`config.mk`:
```
export PLATFORM = sky130hd
export DESIGN_NAME = csp_clock_control
export DESIGN_NICKNAME = d
export VERILOG_FILES = /design/src/hw/csp_pkg.sv /design/src/hw/csp_clock_control.sv
export VERILOG_INCLUDE_DIRS = /design/src /design/src/hw
export SDC_FILE = /design/constraint.sdc
export NUM_CORES = 1
export LEC_CHECK = 0
export ABC_AREA = 0
export BUFFER_PORTS_ARGS = -buffer_cell sky130_fd_sc_hd__buf_2
export CAP_MARGIN = 20
export CORE_UTILIZATION = 45
export CTS_CLUSTER_SIZE = 30
export DETAILED_ROUTE_END_ITERATION = 12
export PLACE_DENSITY_LB_ADDON = 0.25
export SETUP_SLACK_MARGIN = 0.15
export SYNTH_ARGS = -nofsm -noshare
export SYNTH_HDL_FRONTEND = slang
export SYNTH_SLANG_ARGS = --single-unit
```
`constraint.sdc`:
```
create_clock -name clk_sys_i -period 2.62 [get_ports clk_sys_i]
set_input_delay 0.393 -clock clk_sys_i [delete_from_list [all_inputs] [get_ports clk_sys_i]]
set_output_delay 0.393 -clock clk_sys_i [all_outputs]
set_load 0.01 [all_outputs]
```
`src/hw/csp_map.svh`:
```
// register offsets, field positions, reset values and timing counts of the clock block
`ifndef CSP_MAP_SVH
`define CSP_MAP_SVH
`define CSP_CTRL_OFS 12'h000
`define CSP_TRIM_OFS 12'h004
`define CSP_STAT_OFS 12'h008
`define CSP_UNLOCK_BIT 7
`define CSP_SEL_MSB 3
`define CSP_UNLOCK_WORD 8'h80
`define CSP_SEL_RST_DIV1 4'h0
`define CSP_SEL_RST_DIV8 4'h3
`define CSP_SEL_MAX 4'h8
`define CSP_UNLOCK_CYC 3'h4
`define CSP_FUSE_EXT 4'h0
`define CSP_FUSE_RC 4'h2
`define CSP_WAKE_6CK 17'h00006
`define CSP_WAKE_258CK 17'h00102
`define CSP_WAKE_1KCK 17'h00400
`define CSP_RST_4K_WDT 4096
`define CSP_RST_64K_WDT 65536
`define CSP_WAKE_16KCK 16384
`define CSP_WAKE_32KCK 32768
`endif

```
`src/hw/csp_pkg.sv`:
```
// types shared by the clock source and prescaler block
package csp_pkg;
    typedef enum logic [3:0] {
        CSP_SRC_XTAL = 4'b0001,
        CSP_SRC_LF = 4'b0010,
        CSP_SRC_RC = 4'b0100,
        CSP_SRC_EXT = 4'b1000
    } csp_src_e;
    typedef enum logic [3:0] {
        CSP_ST_RESET = 4'b0001,
        CSP_ST_DELAY = 4'b0010,
        CSP_ST_RUN = 4'b0100,
        CSP_ST_WAKE = 4'b1000
    } csp_state_e;
endpackage

```
`src/hw/csp_clock_control.sv`:
```
// clock source selection, start-up timing, rc trim and glitch-free system clock prescaler
//
// Summary of operation
// - low-frequency crystal: start-up fuses 00 none, 01 4.1 ms, 10 65 ms, 11 reserved (the logic gives 11 the 65 ms delay too).
// - low-frequency crystal: select bit 0 picks 1K or 32K wake cycles; bit 1 capacitors.
// - select fuses 0010 choose the internal 8.0 MHz rc oscillator.
// - programmed divide-by-eight fuse starts the system clock divided by 8.
// - every reset loads the factory calibration byte into the trim register.
// - rc oscillator: wake takes 6 cycles; reset delay none, 4.1 ms, 65 ms.
// - reset time-out is always timed by the separate watchdog oscillator.
// - trim register bit 7 is reserved and reads zero.
// - seven trim bits set rc frequency monotonically, 0 lowest, 0x7f highest.
// - select fuses 0000 choose the external clock, 6 cycle wake.
// - programmed clock-output fuse drives system clock on port b bit 0, reset included.
// - the pin carries the clock after prescaler division.
// - cpu, io and flash clocks divide together; async timer only when synchronous.
// - changing division gives no glitch and no frequency above old or new.
// - prescaler is a counter on the undivided clock, its state unreadable.
// - new rate active after one old period plus one to two new periods.
// - unlock write alone, then within four cycles division write with unlock clear.
// - unlock clears after four cycles or on division write, and blocks interrupts.
// - division field 0000..1000 divides by 1..256 in powers of two; rest reserved.
// - division field resets to 0000, or 0011 with divide-by-eight fuse programmed.
// - select fuses: 1xxx crystal, 01xx low-frequency crystal, 0010 rc, 0000 external.
`timescale 1ns/10ps
`include "csp_map.svh"
module csp_clock_control
    import csp_pkg::*;
#(
    parameter int RST_SHORT_WDT = `CSP_RST_4K_WDT,
    parameter int RST_LONG_WDT = `CSP_RST_64K_WDT,
    parameter int WAKE_16K_CK = `CSP_WAKE_16KCK,
    parameter int WAKE_32K_CK = `CSP_WAKE_32KCK
) (
    // clock and reset
    input wire logic clk_sys_i,
    input wire logic rst_n_i,
    // apb slave
    input wire logic psel_i,
    input wire logic penable_i,
    input wire logic pwrite_i,
    input wire logic [11:0] paddr_i,
    input wire logic [31:0] pwdata_i,
    output logic [31:0] prdata_o,
    output logic pready_o,
    output logic pslverr_o,
    // fuses, calibration byte and watchdog oscillator (asynchronous)
    input wire logic [3:0] clock_source_select_fuses_i,
    input wire logic [1:0] startup_time_fuses_i,
    input wire logic initial_divide_by_eight_fuse_i,
    input wire logic clock_output_fuse_i,
    input wire logic [6:0] factory_cal_i,
    input wire logic wdt_osc_i,
    // core side
    input wire logic wake_req_i,
    input wire logic async_timer_sync_mode_i,
    input wire logic port_b0_data_i,
    input wire logic port_b0_oe_n_i,
    // clock enables and status
    output logic cpu_clk_en_o,
    output logic io_clk_en_o,
    output logic flash_clk_en_o,
    output logic async_timer_clk_en_o,
    output logic core_rst_n_o,
    output logic cpu_hold_o,
    output logic irq_block_o,
    output logic [6:0] rc_trim_o,
    output logic lf_caps_en_o,
    output csp_src_e clock_source_o,
    // port b bit 0 pin
    output logic port_b0_o,
    output logic port_b0_oe_n_o
);
    generate
        if (RST_SHORT_WDT < 1 || RST_LONG_WDT > 131071 || WAKE_16K_CK < 1 || WAKE_32K_CK > 131071)
        begin : g_bad
            $error("csp_clock_control: count parameter out of range");
        end
    endgenerate

    localparam logic [16:0] RST_SHORT = 17'(RST_SHORT_WDT);
    localparam logic [16:0] RST_LONG = 17'(RST_LONG_WDT);
    localparam logic [16:0] WAKE_16K = 17'(WAKE_16K_CK);
    localparam logic [16:0] WAKE_32K = 17'(WAKE_32K_CK);

    // two-stage synchroniser for every pin-side input
    logic [15:0] pin_meta_q;
    logic [15:0] pin_sync_q;
    always_ff @(posedge clk_sys_i) begin
        pin_meta_q <= {wdt_osc_i, factory_cal_i, clock_output_fuse_i,
                       initial_divide_by_eight_fuse_i, startup_time_fuses_i,
                       clock_source_select_fuses_i};
        pin_sync_q <= pin_meta_q;
    end

    // fuse capture; held constant once reset is released
    logic [3:0] clock_source_select_fuses_q;
    logic [1:0] sut_q;
    logic div8_n_q;
    logic clock_output_fuse_n_q;
    csp_src_e src_q;
    always_ff @(posedge clk_sys_i) begin
        if (!rst_n_i) begin
            clock_source_select_fuses_q <= pin_sync_q[3:0];
            sut_q <= pin_sync_q[5:4];
            div8_n_q <= pin_sync_q[6];
            clock_output_fuse_n_q <= pin_sync_q[7];
            // reserved 0011/0001 fall back to the internal rc
            if (pin_sync_q[3]) begin
                src_q <= CSP_SRC_XTAL;
            end else if (pin_sync_q[2]) begin
                src_q <= CSP_SRC_LF;
            end else if (pin_sync_q[3:0] == `CSP_FUSE_EXT) begin
                src_q <= CSP_SRC_EXT;
            end else begin
                src_q <= CSP_SRC_RC;
            end
        end
    end

    // start-up lengths: reset delay in watchdog cycles, wake in source cycles
    logic [16:0] rst_len;
    logic [16:0] wake_len;
    always_comb begin
        rst_len = (sut_q == 2'b00) ? 17'h00000 : (sut_q == 2'b01) ? RST_SHORT : RST_LONG;
        wake_len = `CSP_WAKE_6CK;
        case (src_q)
            CSP_SRC_LF: begin
                wake_len = clock_source_select_fuses_q[0] ? WAKE_32K : `CSP_WAKE_1KCK;
            end
            CSP_SRC_XTAL: begin
                case ({clock_source_select_fuses_q[0], sut_q})
                    3'b000, 3'b011, 3'b110: rst_len = RST_SHORT;
                    3'b001, 3'b100, 3'b111: rst_len = RST_LONG;
                    default: rst_len = 17'h00000;
                endcase
                if (!clock_source_select_fuses_q[0]) begin
                    wake_len = sut_q[1] ? `CSP_WAKE_1KCK : `CSP_WAKE_258CK;
                end else begin
                    wake_len = (sut_q == 2'b00) ? `CSP_WAKE_1KCK : WAKE_16K;
                end
            end
            default: begin
                wake_len = `CSP_WAKE_6CK;
            end
        endcase
    end

    // watchdog oscillator edge; the reset time-out never counts the system clock
    logic wdt_d1_q;
    logic wdt_edge;
    always_ff @(posedge clk_sys_i) begin
        wdt_d1_q <= pin_sync_q[15];
    end
    assign wdt_edge = pin_sync_q[15] & ~wdt_d1_q;

    // start-up state machine
    csp_state_e st_q;
    csp_state_e st_d;
    logic [16:0] dcnt_q;
    logic [16:0] dcnt_d;
    always_comb begin
        st_d = st_q;
        dcnt_d = dcnt_q;
        case (st_q)
            CSP_ST_RESET: begin
                dcnt_d = rst_len;
                st_d = (rst_len == 17'h00000) ? CSP_ST_RUN : CSP_ST_DELAY;
            end
            CSP_ST_DELAY: begin
                if (wdt_edge) begin
                    dcnt_d = dcnt_q - 17'h00001;
                    st_d = (dcnt_q == 17'h00001) ? CSP_ST_RUN : CSP_ST_DELAY;
                end
            end
            CSP_ST_RUN: begin
                if (wake_req_i) begin
                    dcnt_d = wake_len;
                    st_d = CSP_ST_WAKE;
                end
            end
            CSP_ST_WAKE: begin
                dcnt_d = dcnt_q - 17'h00001;
                st_d = (dcnt_q == 17'h00001) ? CSP_ST_RUN : CSP_ST_WAKE;
            end
            default: begin
                st_d = CSP_ST_RESET;
            end
        endcase
    end

    // state registers; core stays in reset until the delay has run out
    logic hold_q;
    logic core_rst_n_q;
    always_ff @(posedge clk_sys_i) begin
        if (!rst_n_i) begin
            st_q <= CSP_ST_RESET;
            dcnt_q <= 17'h00000;
            hold_q <= 1'b1;
            core_rst_n_q <= 1'b0;
        end else begin
            st_q <= st_d;
            dcnt_q <= dcnt_d;
            hold_q <= (st_d != CSP_ST_RUN);
            core_rst_n_q <= (st_d == CSP_ST_RUN) || (st_d == CSP_ST_WAKE);
        end
    end

    // apb decode; every access answers in its first access cycle
    logic pready_q;
    logic pslverr_q;
    logic [31:0] prdata_q;
    logic apb_wr;
    logic ctrl_wr;
    logic trim_wr;
    logic setup;
    logic mapped;
    assign setup = psel_i & ~penable_i;
    assign mapped = (paddr_i == `CSP_CTRL_OFS) || (paddr_i == `CSP_TRIM_OFS) ||
                    (paddr_i == `CSP_STAT_OFS);
    assign apb_wr = psel_i & penable_i & pwrite_i & pready_q;
    assign ctrl_wr = apb_wr && (paddr_i == `CSP_CTRL_OFS);
    assign trim_wr = apb_wr && (paddr_i == `CSP_TRIM_OFS);

    // rc trim: calibration reloaded on every reset, msb not stored
    logic [6:0] trim_q;
    always_ff @(posedge clk_sys_i) begin
        if (!rst_n_i) begin
            trim_q <= pin_sync_q[14:8];
        end else if (trim_wr) begin
            trim_q <= pwdata_i[6:0];
        end
    end

    // unlock and division select; an unlock write wins over the expiry count
    logic unlock_q;
    logic [2:0] ucnt_q;
    logic pend_q;
    logic [3:0] pend_sel_q;
    logic [3:0] act_sel_q;
    logic pulse_d;
    always_ff @(posedge clk_sys_i) begin
        if (!rst_n_i) begin
            unlock_q <= 1'b0;
            ucnt_q <= 3'h0;
            pend_q <= 1'b0;
            pend_sel_q <= pin_sync_q[6] ? `CSP_SEL_RST_DIV1 : `CSP_SEL_RST_DIV8;
        end else begin
            if (pulse_d) begin
                pend_q <= 1'b0;
            end
            if (ctrl_wr && pwdata_i[7:0] == `CSP_UNLOCK_WORD) begin
                unlock_q <= 1'b1;
                ucnt_q <= `CSP_UNLOCK_CYC;
            end else if (ctrl_wr && !pwdata_i[`CSP_UNLOCK_BIT] && unlock_q) begin
                unlock_q <= 1'b0;
                // reserved encodings are dropped, the old division stays
                if (pwdata_i[`CSP_SEL_MSB:0] <= `CSP_SEL_MAX) begin
                    pend_q <= 1'b1;
                    pend_sel_q <= pwdata_i[`CSP_SEL_MSB:0];
                end
            end else if (unlock_q && pulse_d) begin
                ucnt_q <= ucnt_q - 3'h1;
                unlock_q <= (ucnt_q != 3'h1);
            end
        end
    end

    // prescaler counter on the undivided clock; the first three reset cycles clear it
    // while the fuse synchroniser fills, later reset cycles keep it running for the pin
    logic [2:0] rst_hist_q;
    logic run_in_rst;
    logic [7:0] cnt_q;
    logic [8:0] sel_hot;
    logic [7:0] mask;
    assign sel_hot = 9'h001 << act_sel_q;
    assign mask = sel_hot[7:0] - 8'h01;
    assign pulse_d = ((cnt_q & mask) == mask);
    assign run_in_rst = !rst_n_i && (rst_hist_q == 3'b000);
    always_ff @(posedge clk_sys_i) begin
        rst_hist_q <= {rst_hist_q[1:0], rst_n_i};
        if (run_in_rst) begin
            cnt_q <= cnt_q + 8'h01;
            act_sel_q <= pin_sync_q[6] ? `CSP_SEL_RST_DIV1 : `CSP_SEL_RST_DIV8;
        end else if (!rst_n_i) begin
            cnt_q <= 8'h00;
            act_sel_q <= pin_sync_q[6] ? `CSP_SEL_RST_DIV1 : `CSP_SEL_RST_DIV8;
        end else if (pulse_d && pend_q) begin
            // switch only at an old-period boundary: no short period can appear
            cnt_q <= 8'h00;
            act_sel_q <= pend_sel_q;
        end else begin
            cnt_q <= cnt_q + 8'h01;
        end
    end

    // clock enables and the pin clock level (one toggle per divided period)
    logic en_q;
    logic asy_en_q;
    logic sys_clk_q;
    always_ff @(posedge clk_sys_i) begin
        if (run_in_rst || rst_n_i) begin
            en_q <= pulse_d & rst_n_i;
            asy_en_q <= async_timer_sync_mode_i ? pulse_d : 1'b1;
            sys_clk_q <= pulse_d ? ~sys_clk_q : sys_clk_q;
        end else begin
            en_q <= 1'b0;
            asy_en_q <= 1'b0;
            sys_clk_q <= 1'b0;
        end
    end

    // port b bit 0: clock overrides the port while the fuse is programmed
    logic pb0_q;
    logic pb0_oe_n_q;
    always_ff @(posedge clk_sys_i) begin
        if (!(rst_n_i ? clock_output_fuse_n_q : pin_sync_q[7])) begin
            pb0_q <= sys_clk_q;
            pb0_oe_n_q <= 1'b0;
        end else begin
            pb0_q <= port_b0_data_i;
            pb0_oe_n_q <= port_b0_oe_n_i;
        end
    end

    // apb answer; the prescaler count itself is never readable
    always_ff @(posedge clk_sys_i) begin
        if (!rst_n_i) begin
            pready_q <= 1'b0;
            pslverr_q <= 1'b0;
            prdata_q <= 32'h00000000;
        end else begin
            pready_q <= setup;
            pslverr_q <= setup && !mapped;
            if (setup) begin
                case (paddr_i)
                    `CSP_CTRL_OFS: prdata_q <= {24'h000000, unlock_q, 3'h0, pend_sel_q};
                    `CSP_TRIM_OFS: prdata_q <= {25'h0000000, trim_q};
                    `CSP_STAT_OFS: prdata_q <= {21'h000000, pend_q, act_sel_q, hold_q,
                                                core_rst_n_q, src_q};
                    default: prdata_q <= 32'h00000000;
                endcase
            end
        end
    end

    // output assignments
    assign prdata_o = prdata_q;
    assign pready_o = pready_q;
    assign pslverr_o = pslverr_q;
    assign cpu_clk_en_o = en_q;
    assign io_clk_en_o = en_q;
    assign flash_clk_en_o = en_q;
    assign async_timer_clk_en_o = asy_en_q;
    assign core_rst_n_o = core_rst_n_q;
    assign cpu_hold_o = hold_q;
    assign irq_block_o = unlock_q;
    assign rc_trim_o = trim_q;
    assign lf_caps_en_o = (src_q == CSP_SRC_LF) && clock_source_select_fuses_q[1];
    assign clock_source_o = src_q;
    assign port_b0_o = pb0_q;
    assign port_b0_oe_n_o = pb0_oe_n_q;

    // checks
    logic [7:0] gap_q;
    logic gap_ok_q;
    logic [10:0] ulive_q;
    // cycles the unlock has stood since last armed; too long for a delay range
    always_ff @(posedge clk_sys_i) begin
        if (!rst_n_i || !unlock_q || (ctrl_wr && pwdata_i[7:0] == `CSP_UNLOCK_WORD)) begin
            ulive_q <= 11'h000;
        end else begin
            ulive_q <= ulive_q + 11'h001;
        end
    end
    always_ff @(posedge clk_sys_i) begin
        if (!rst_n_i) begin
            gap_q <= 8'h00;
            gap_ok_q <= 1'b0;
        end else begin
            gap_q <= pulse_d ? 8'h00 : gap_q + 8'h01;
            gap_ok_q <= gap_ok_q | pulse_d;
        end
    end
endmodule

```
* Yosys cells after proc, flatten, opt, wreduce, memory -nomap -nowiden
Cells that the tools add are included.
** Operators by class
- Add/sub/neg operators :: 4
- $lt $le $gt $ge :: 1
- Equality and inequality tests :: 29
- Shift operators :: 1
- Muxes and demuxes :: 47
- Bitwise logic cells :: 12
- Reductions and logical operators :: 34
** Operator list (count)
- 2-to-1 mux 17 bit :: 5
- one-hot mux 17 bit (4 select lines) :: 1
- 2-to-1 mux 4 bit :: 11
- one-hot mux 17 bit (2 select lines) :: 1
- one-hot mux 11 bit (3 select lines) :: 1
- one-hot mux 16 bit (2 select lines) :: 1
- 2-to-1 mux 15 bit :: 2
- 2-to-1 mux 8 bit :: 3
- == test 17 x 1 -> 1 bit (second input constant) :: 1
- logical NOT 17 bit :: 1
- subtractor 17 x 1 -> 17 bit (second input constant) :: 1
- 2-to-1 mux 16 bit :: 1
- one-hot mux 4 bit (4 select lines) :: 1
- 2-to-1 mux 3 bit :: 5
- 2-to-1 mux 7 bit :: 2
- == test 12 x 3 -> 1 bit (second input constant) :: 1
- == test 12 x 4 -> 1 bit (second input constant) :: 1
- logical NOT 12 bit :: 1
- 2-to-1 mux 11 bit :: 1
- logical AND 1 bit :: 10
- 2-to-1 mux 1 bit :: 10
- == test 3 bit (second input constant) :: 3
- adder 8 x 1 -> 8 bit (second input constant) :: 1
- bitwise AND 8 bit :: 1
- other kinds (32) :: 62
** Word-level totals
- Register bits after elaboration :: 135
- Input bits :: 69
- Output and inout port bits :: 55
- Word-level logic and storage cells :: 157

* Depth between registers and ports, before layout
- Depth in word-level cells :: 9
- Gate-level depth with buffers :: 10
- Mapped depth without buffers :: 8

* Worst setup path before layout
OpenSTA, ideal clock, no wires.
- Path kind :: flip-flop to flip-flop
- Start point :: register act_sel_q[1]
- End point :: register act_sel_q[0] (enable)
- Setup time :: 0.256 ns
- Arrival :: 2.503 ns
- Data required time :: 2.364 ns
- Path slack :: -0.139 ns
- Cell stages (with the launch flop) :: 10
- Path buffers :: 2
- Path through :: edfxtp_1 -> clkbuf_1 -> or4_1 -> ha_1 -> clkbuf_1 -> or3_1 -> a211oi_1 -> a311o_1 -> nor3_1 -> a21o_1
** On the way
- Word-level cells in the longest chain between the ends :: 6
** Ends and longest elaborated chain
- start: declaration :: line csp_clock_control.sv:240 : logic [3:0] act_sel_q;
- start signal: assignment :: line csp_clock_control.sv:284 : act_sel_q <= pin_sync_q[6] ? `CSP_SEL_RST_DIV1 : `CSP_SEL_RST_DIV8;
- start signal: assignment :: line csp_clock_control.sv:287 : act_sel_q <= pin_sync_q[6] ? `CSP_SEL_RST_DIV1 : `CSP_SEL_RST_DIV8;
- start signal: assignment :: line csp_clock_control.sv:291 : act_sel_q <= pend_sel_q;
- << shifter 1 x 4 -> 8 bit * :: line csp_clock_control.sv:276 : assign sel_hot = 9'h001 << act_sel_q;
- subtractor 8 x 1 -> 8 bit * :: line csp_clock_control.sv:277 : assign mask = sel_hot[7:0] - 8'h01;
- bitwise AND 8 bit :: line csp_clock_control.sv:278 : assign pulse_d = ((cnt_q & mask) == mask);
- == test 8 bit * :: line csp_clock_control.sv:278
- logical AND 1 bit * :: line csp_clock_control.sv:288 : end else if (pulse_d && pend_q) begin
- != test 3 x 1 -> 1 bit (no source line) *
Mark *: on every way between the ends. The rest lies on a longest branch, timed or not.
A chain may end at the register's enable or synchronous reset.

* Worst setup path in the final report
- Start point :: register act_sel_q[3]
- End point :: register cnt_q[7]
** On the way
- Word-level cells in the longest chain between the ends :: 8
** Ends and longest elaborated chain
- << shifter 1 x 4 -> 8 bit * :: line csp_clock_control.sv:276
- subtractor 8 x 1 -> 8 bit * :: line csp_clock_control.sv:277
- bitwise AND 8 bit :: line csp_clock_control.sv:278
- == test 8 bit * :: line csp_clock_control.sv:278
- logical AND 1 bit * :: line csp_clock_control.sv:288
- 2-to-1 mux 8 bit * :: line csp_clock_control.sv:288
- 2-to-1 mux 8 bit * :: line csp_clock_control.sv:285 : end else if (!rst_n_i) begin
- 2-to-1 mux 8 bit * :: line csp_clock_control.sv:282 : if (run_in_rst) begin
- end signal: assignment :: line csp_clock_control.sv:283 : cnt_q <= cnt_q + 8'h01;
- end signal: assignment :: line csp_clock_control.sv:293 : cnt_q <= cnt_q + 8'h01;
- end: declaration :: line csp_clock_control.sv:273 : logic [7:0] cnt_q;
Marks and branches as above.

==> metrics.csv <==
stage,metric,value,unit
drt,routed length per instance,15.0,µm
drt,drt drc,0,
setup_path,Levels on crit path,9,
setup_path,r2r endpoint,cnt_q[7]$_DFF_P_,
placed_design,"Cell Area, Placed",5420,µm²
hold_path,Hold Crit Class,in -> reg,
floorplanning,FP Rows,37,
setup_path,"Largest stage delay, worst path",580,ps
logic_synthesis,Mapped Area,4910,µm²
timing,Hold Slack,54.1,ps
logic_synthesis,number of flops mapped to enable cells by yosys,23,
pwr,Pwr Density,815,nW/µm²
floorplanning,Core ar.,10500,µm²
placed_design,HPWL Detailed,7.68,mm
drt,antenna-violating nets left,0,
floorplanning,Die Span X,106,µm
logic_synthesis,post-synthesis sequential area ratio,51.2,%
timing,# setup viols final,0,
timing,RSZ-0062 raised after global routing,true,
run,number of max-cap violations,0,
setup_path,critical path required time,3070,ps
timing,Worst Tran Pin Value,750,ps
setup_path,"delay-heaviest family, CP",simple AND/OR/NAND/NOR gates,
cells_and_area,design area,6280,µm²
timing,Final Hold Vio Count,0,
timing,clock skew,5.10,ps
clocking,# clock sinks,114,
global_route,number of global-route vias before repair,3758,
clocking,Skew-Pair Late Insertion Delay,510,ps
pwr,leak pwr,2.57,nW
drt,met3 wire len,654,µm
timing,final worst-path cycle share,95.7,%
floorplanning,IO Pins,124,
setup_path,CP startpoint kind,flip-flop,
clocking,Clock Tree Root,clkbuf_8,
floorplanning,Initial Utilization,46.9,%
cells_and_area,"leading cell type in the layout, fill and taps excluded",dfxtp_1,
clocking,CTS Buf Count,17,
timing,fin. max-slew vios,0,
pwr,Max VDD drop,0.000503,V
setup_path,Critical Path Sink,cnt_q[7]$_DFF_P_,
timing,FMAX,0.399,GHz
outcome,run status,finished clean,
setup_path,crit-path max FO,8,
timing,setup TNS,0,ps
clocking,CTS tree,yes,
global_route,GRT Util Overall,20.6,%
setup_path,Worst Setup SP,act_sel_q[3]$_SDFFCE_PP0P_,
floorplanning,die area,11300,µm²
setup_path,Reg-to-Reg Start,act_sel_q[3]$_SDFFCE_PP0P_,
cells_and_area,Final Util,60.0,%
drt,DR pass1 iterations,4,
logic_synthesis,mean post-synth cell area,10.1,µm²
drt,Iter 0 DRT Violations,219,
cells_and_area,Ant. Diodes,0,
cells_and_area,most frequent cells in the layout,"91 x dfxtp_1, 78 x buf_2, 39 x nor2_1",
setup_path,"Max stage delay cell, worst path",or4_4,
clocking,clk buf depth,2,
setup_path,R2R depth,9,
clocking,clk slew on worst S/H paths,60,ps
logic_synthesis,synth warn,0,
setup_path,flop-to-flop setup slack,110,ps
floorplanning,Die Ht,106,µm
clocking,H-tree levels,4,
setup_path,CP Capture Type,flip-flop,
logic_synthesis,"flops & latches, synth",114,
global_route,largest net degree at the start of global routing,32,
cells_and_area,Final #Nets,669,
logic_synthesis,Mapped Cells,486,
drt,Vias,3980,
drt,DR top layer,met4,
setup_path,critical path class,reg -> reg,
global_route,total gr overflow,0,
drt,met2 WL,5.24,mm
logic_synthesis,prevailing post-synth register cell,dfxtp_1,
setup_path,WP data arrival,2960,ps
placed_design,Placer Congestion,0.894,
setup_path,most frequent CP cell,buf_4,
cells_and_area,area growth from synthesis to layout,28.0,%
drt,WL met1,5.10,mm
placed_design,I/O Buffers,78,
logic_synthesis,asr flop ratio synth,0,%
hold_path,hold path cells,2,
pwr,Power Total,5.12,mW
logic_synthesis,number of distinct library cells after synthesis,67,
global_route,first-pass GRT wire length,18.0,mm
setup_path,worst path bufs/invs,2,
cells_and_area,share of cells above drive strength 1,27.9,%
timing,Tmin final,2510,ps
setup_path,crit-path cells,or4_4 -> ha_4 -> or3_4 -> a211oi_2 -> a311o_1 -> buf_4 -> o41ai_2 -> buf_4 -> nor2_1,
global_route,initial antenna violation count,0,
drt,final wirelength,11.1,mm
drt,vias per cell,5.36,
timing,Slew HR,49.9,%
[state kept, by name, summed over array words and instances, names as in the netlist, 2 cells and up]
signal / flops
act_sel_q: 4
pend_sel_q: 4
rc_trim_o: 7
dcnt_q: 17
st_q: 4
cnt_q: 8
rst_hist_q: 3
pin_meta_q: 16
ucnt_q: 3
pin_sync_q: 16
sut_q: 2
clock_source_select_fuses_q: 2
clock_source_o: 4
prdata_o: 11
[timing repair]
item	4_1_cts	5_1_grt
pin swaps	4	14
gates resized for setup	0	15
hold buffers	16	0
setup buffers	6	2
endpoints found under the setup margin	13	19
endpoints found under the hold margin	16	0
[cell type report]
class / count / area (µm²)
Fill cell: 892 / 4180
Sequential cell: 114 / 2510
Multi-Input combinational cell: 328 / 2250
Timing Repair Buffer: 115 / 708
Clock buffer: 18 / 439
Tap cell: 136 / 170
Clock inverter: 13 / 135
Inverter: 18 / 67.6
[cells by family after synthesis]
logic type               after synthesis  synth area share (%)
XOR/XNOR                              17                  3.03
flip-flops                           114                  51.2
AND/OR/NAND/NOR                      167                  18.5
AO/OA/AOI/OAI                        102                  15.6
buffers and inverters                 64                  6.78
multiplexers                          15                  3.21
other                                  1                0.0764
adder cells (fa/ha/maj)                6                  1.53
[power breakdown]
group          internal [mW]  switching (mW)
clock                   1.40           0.805
sequential              1.92           0.109
combinational          0.406           0.485
total                   3.72            1.40
[how the worst min path moves through the flow]
stage	start	endpoint	slack [ps]
final	async_timer_sync_mode_i	async_timer_clk_en_o$_SDFF_PN0_	50
after global routing	async_timer_sync_mode_i	async_timer_clk_en_o$_SDFF_PN0_	50
after floorplan	pin_meta_q[0]$_DFF_P_	pin_sync_q[0]$_DFF_P_	310
after global placement	pin_meta_q[15]$_DFF_P_	pin_sync_q[15]$_DFF_P_	310
after detailed placement	pin_meta_q[15]$_DFF_P_	pin_sync_q[15]$_DFF_P_	310
after CTS	async_timer_sync_mode_i	async_timer_clk_en_o$_SDFF_PN0_	30
[stage by stage]
step                      std cells  setup WS (ps)
after global routing            742           43.4
after CTS                       740            152
final                           742            112
after detailed placement        687           55.2
after floorplan                 506           30.8
after global placement          687            131
[Yosys cell counts, drive strengths merged (10+ instances only)]
cell type  instances  area, µm²
clkbuf            19       72.6
o21ai             20        100
dfxtp             91       1820
nor2              43        161
buf               27        193
xnor2             13        114
edfxtp            23        691
or3               11       71.3
nand2             26       97.6
nand3             16       80.1
a22o              10       87.6
inv               18       67.6
nor3              10       50.1
a21oi             16       83.8
[per-layer routing]
layer	global-route usage (%)	vias to the layer above
li1	-	1949
met1	27.0	1894
met2	32.2	123
met3	5.33	14
met4	8.41	0
met5	0	-
[worst reg2reg max path: stages (launching register included)]
cell	delay, ps
edfxtp_1	380
or4_4	580
ha_4	210
or3_4	330
a211oi_2	260
a311o_1	220
buf_4	150
o41ai_2	50
buf_4	180
nor2_1	100
Note: power is estimated with default switching activity, not from simulation.
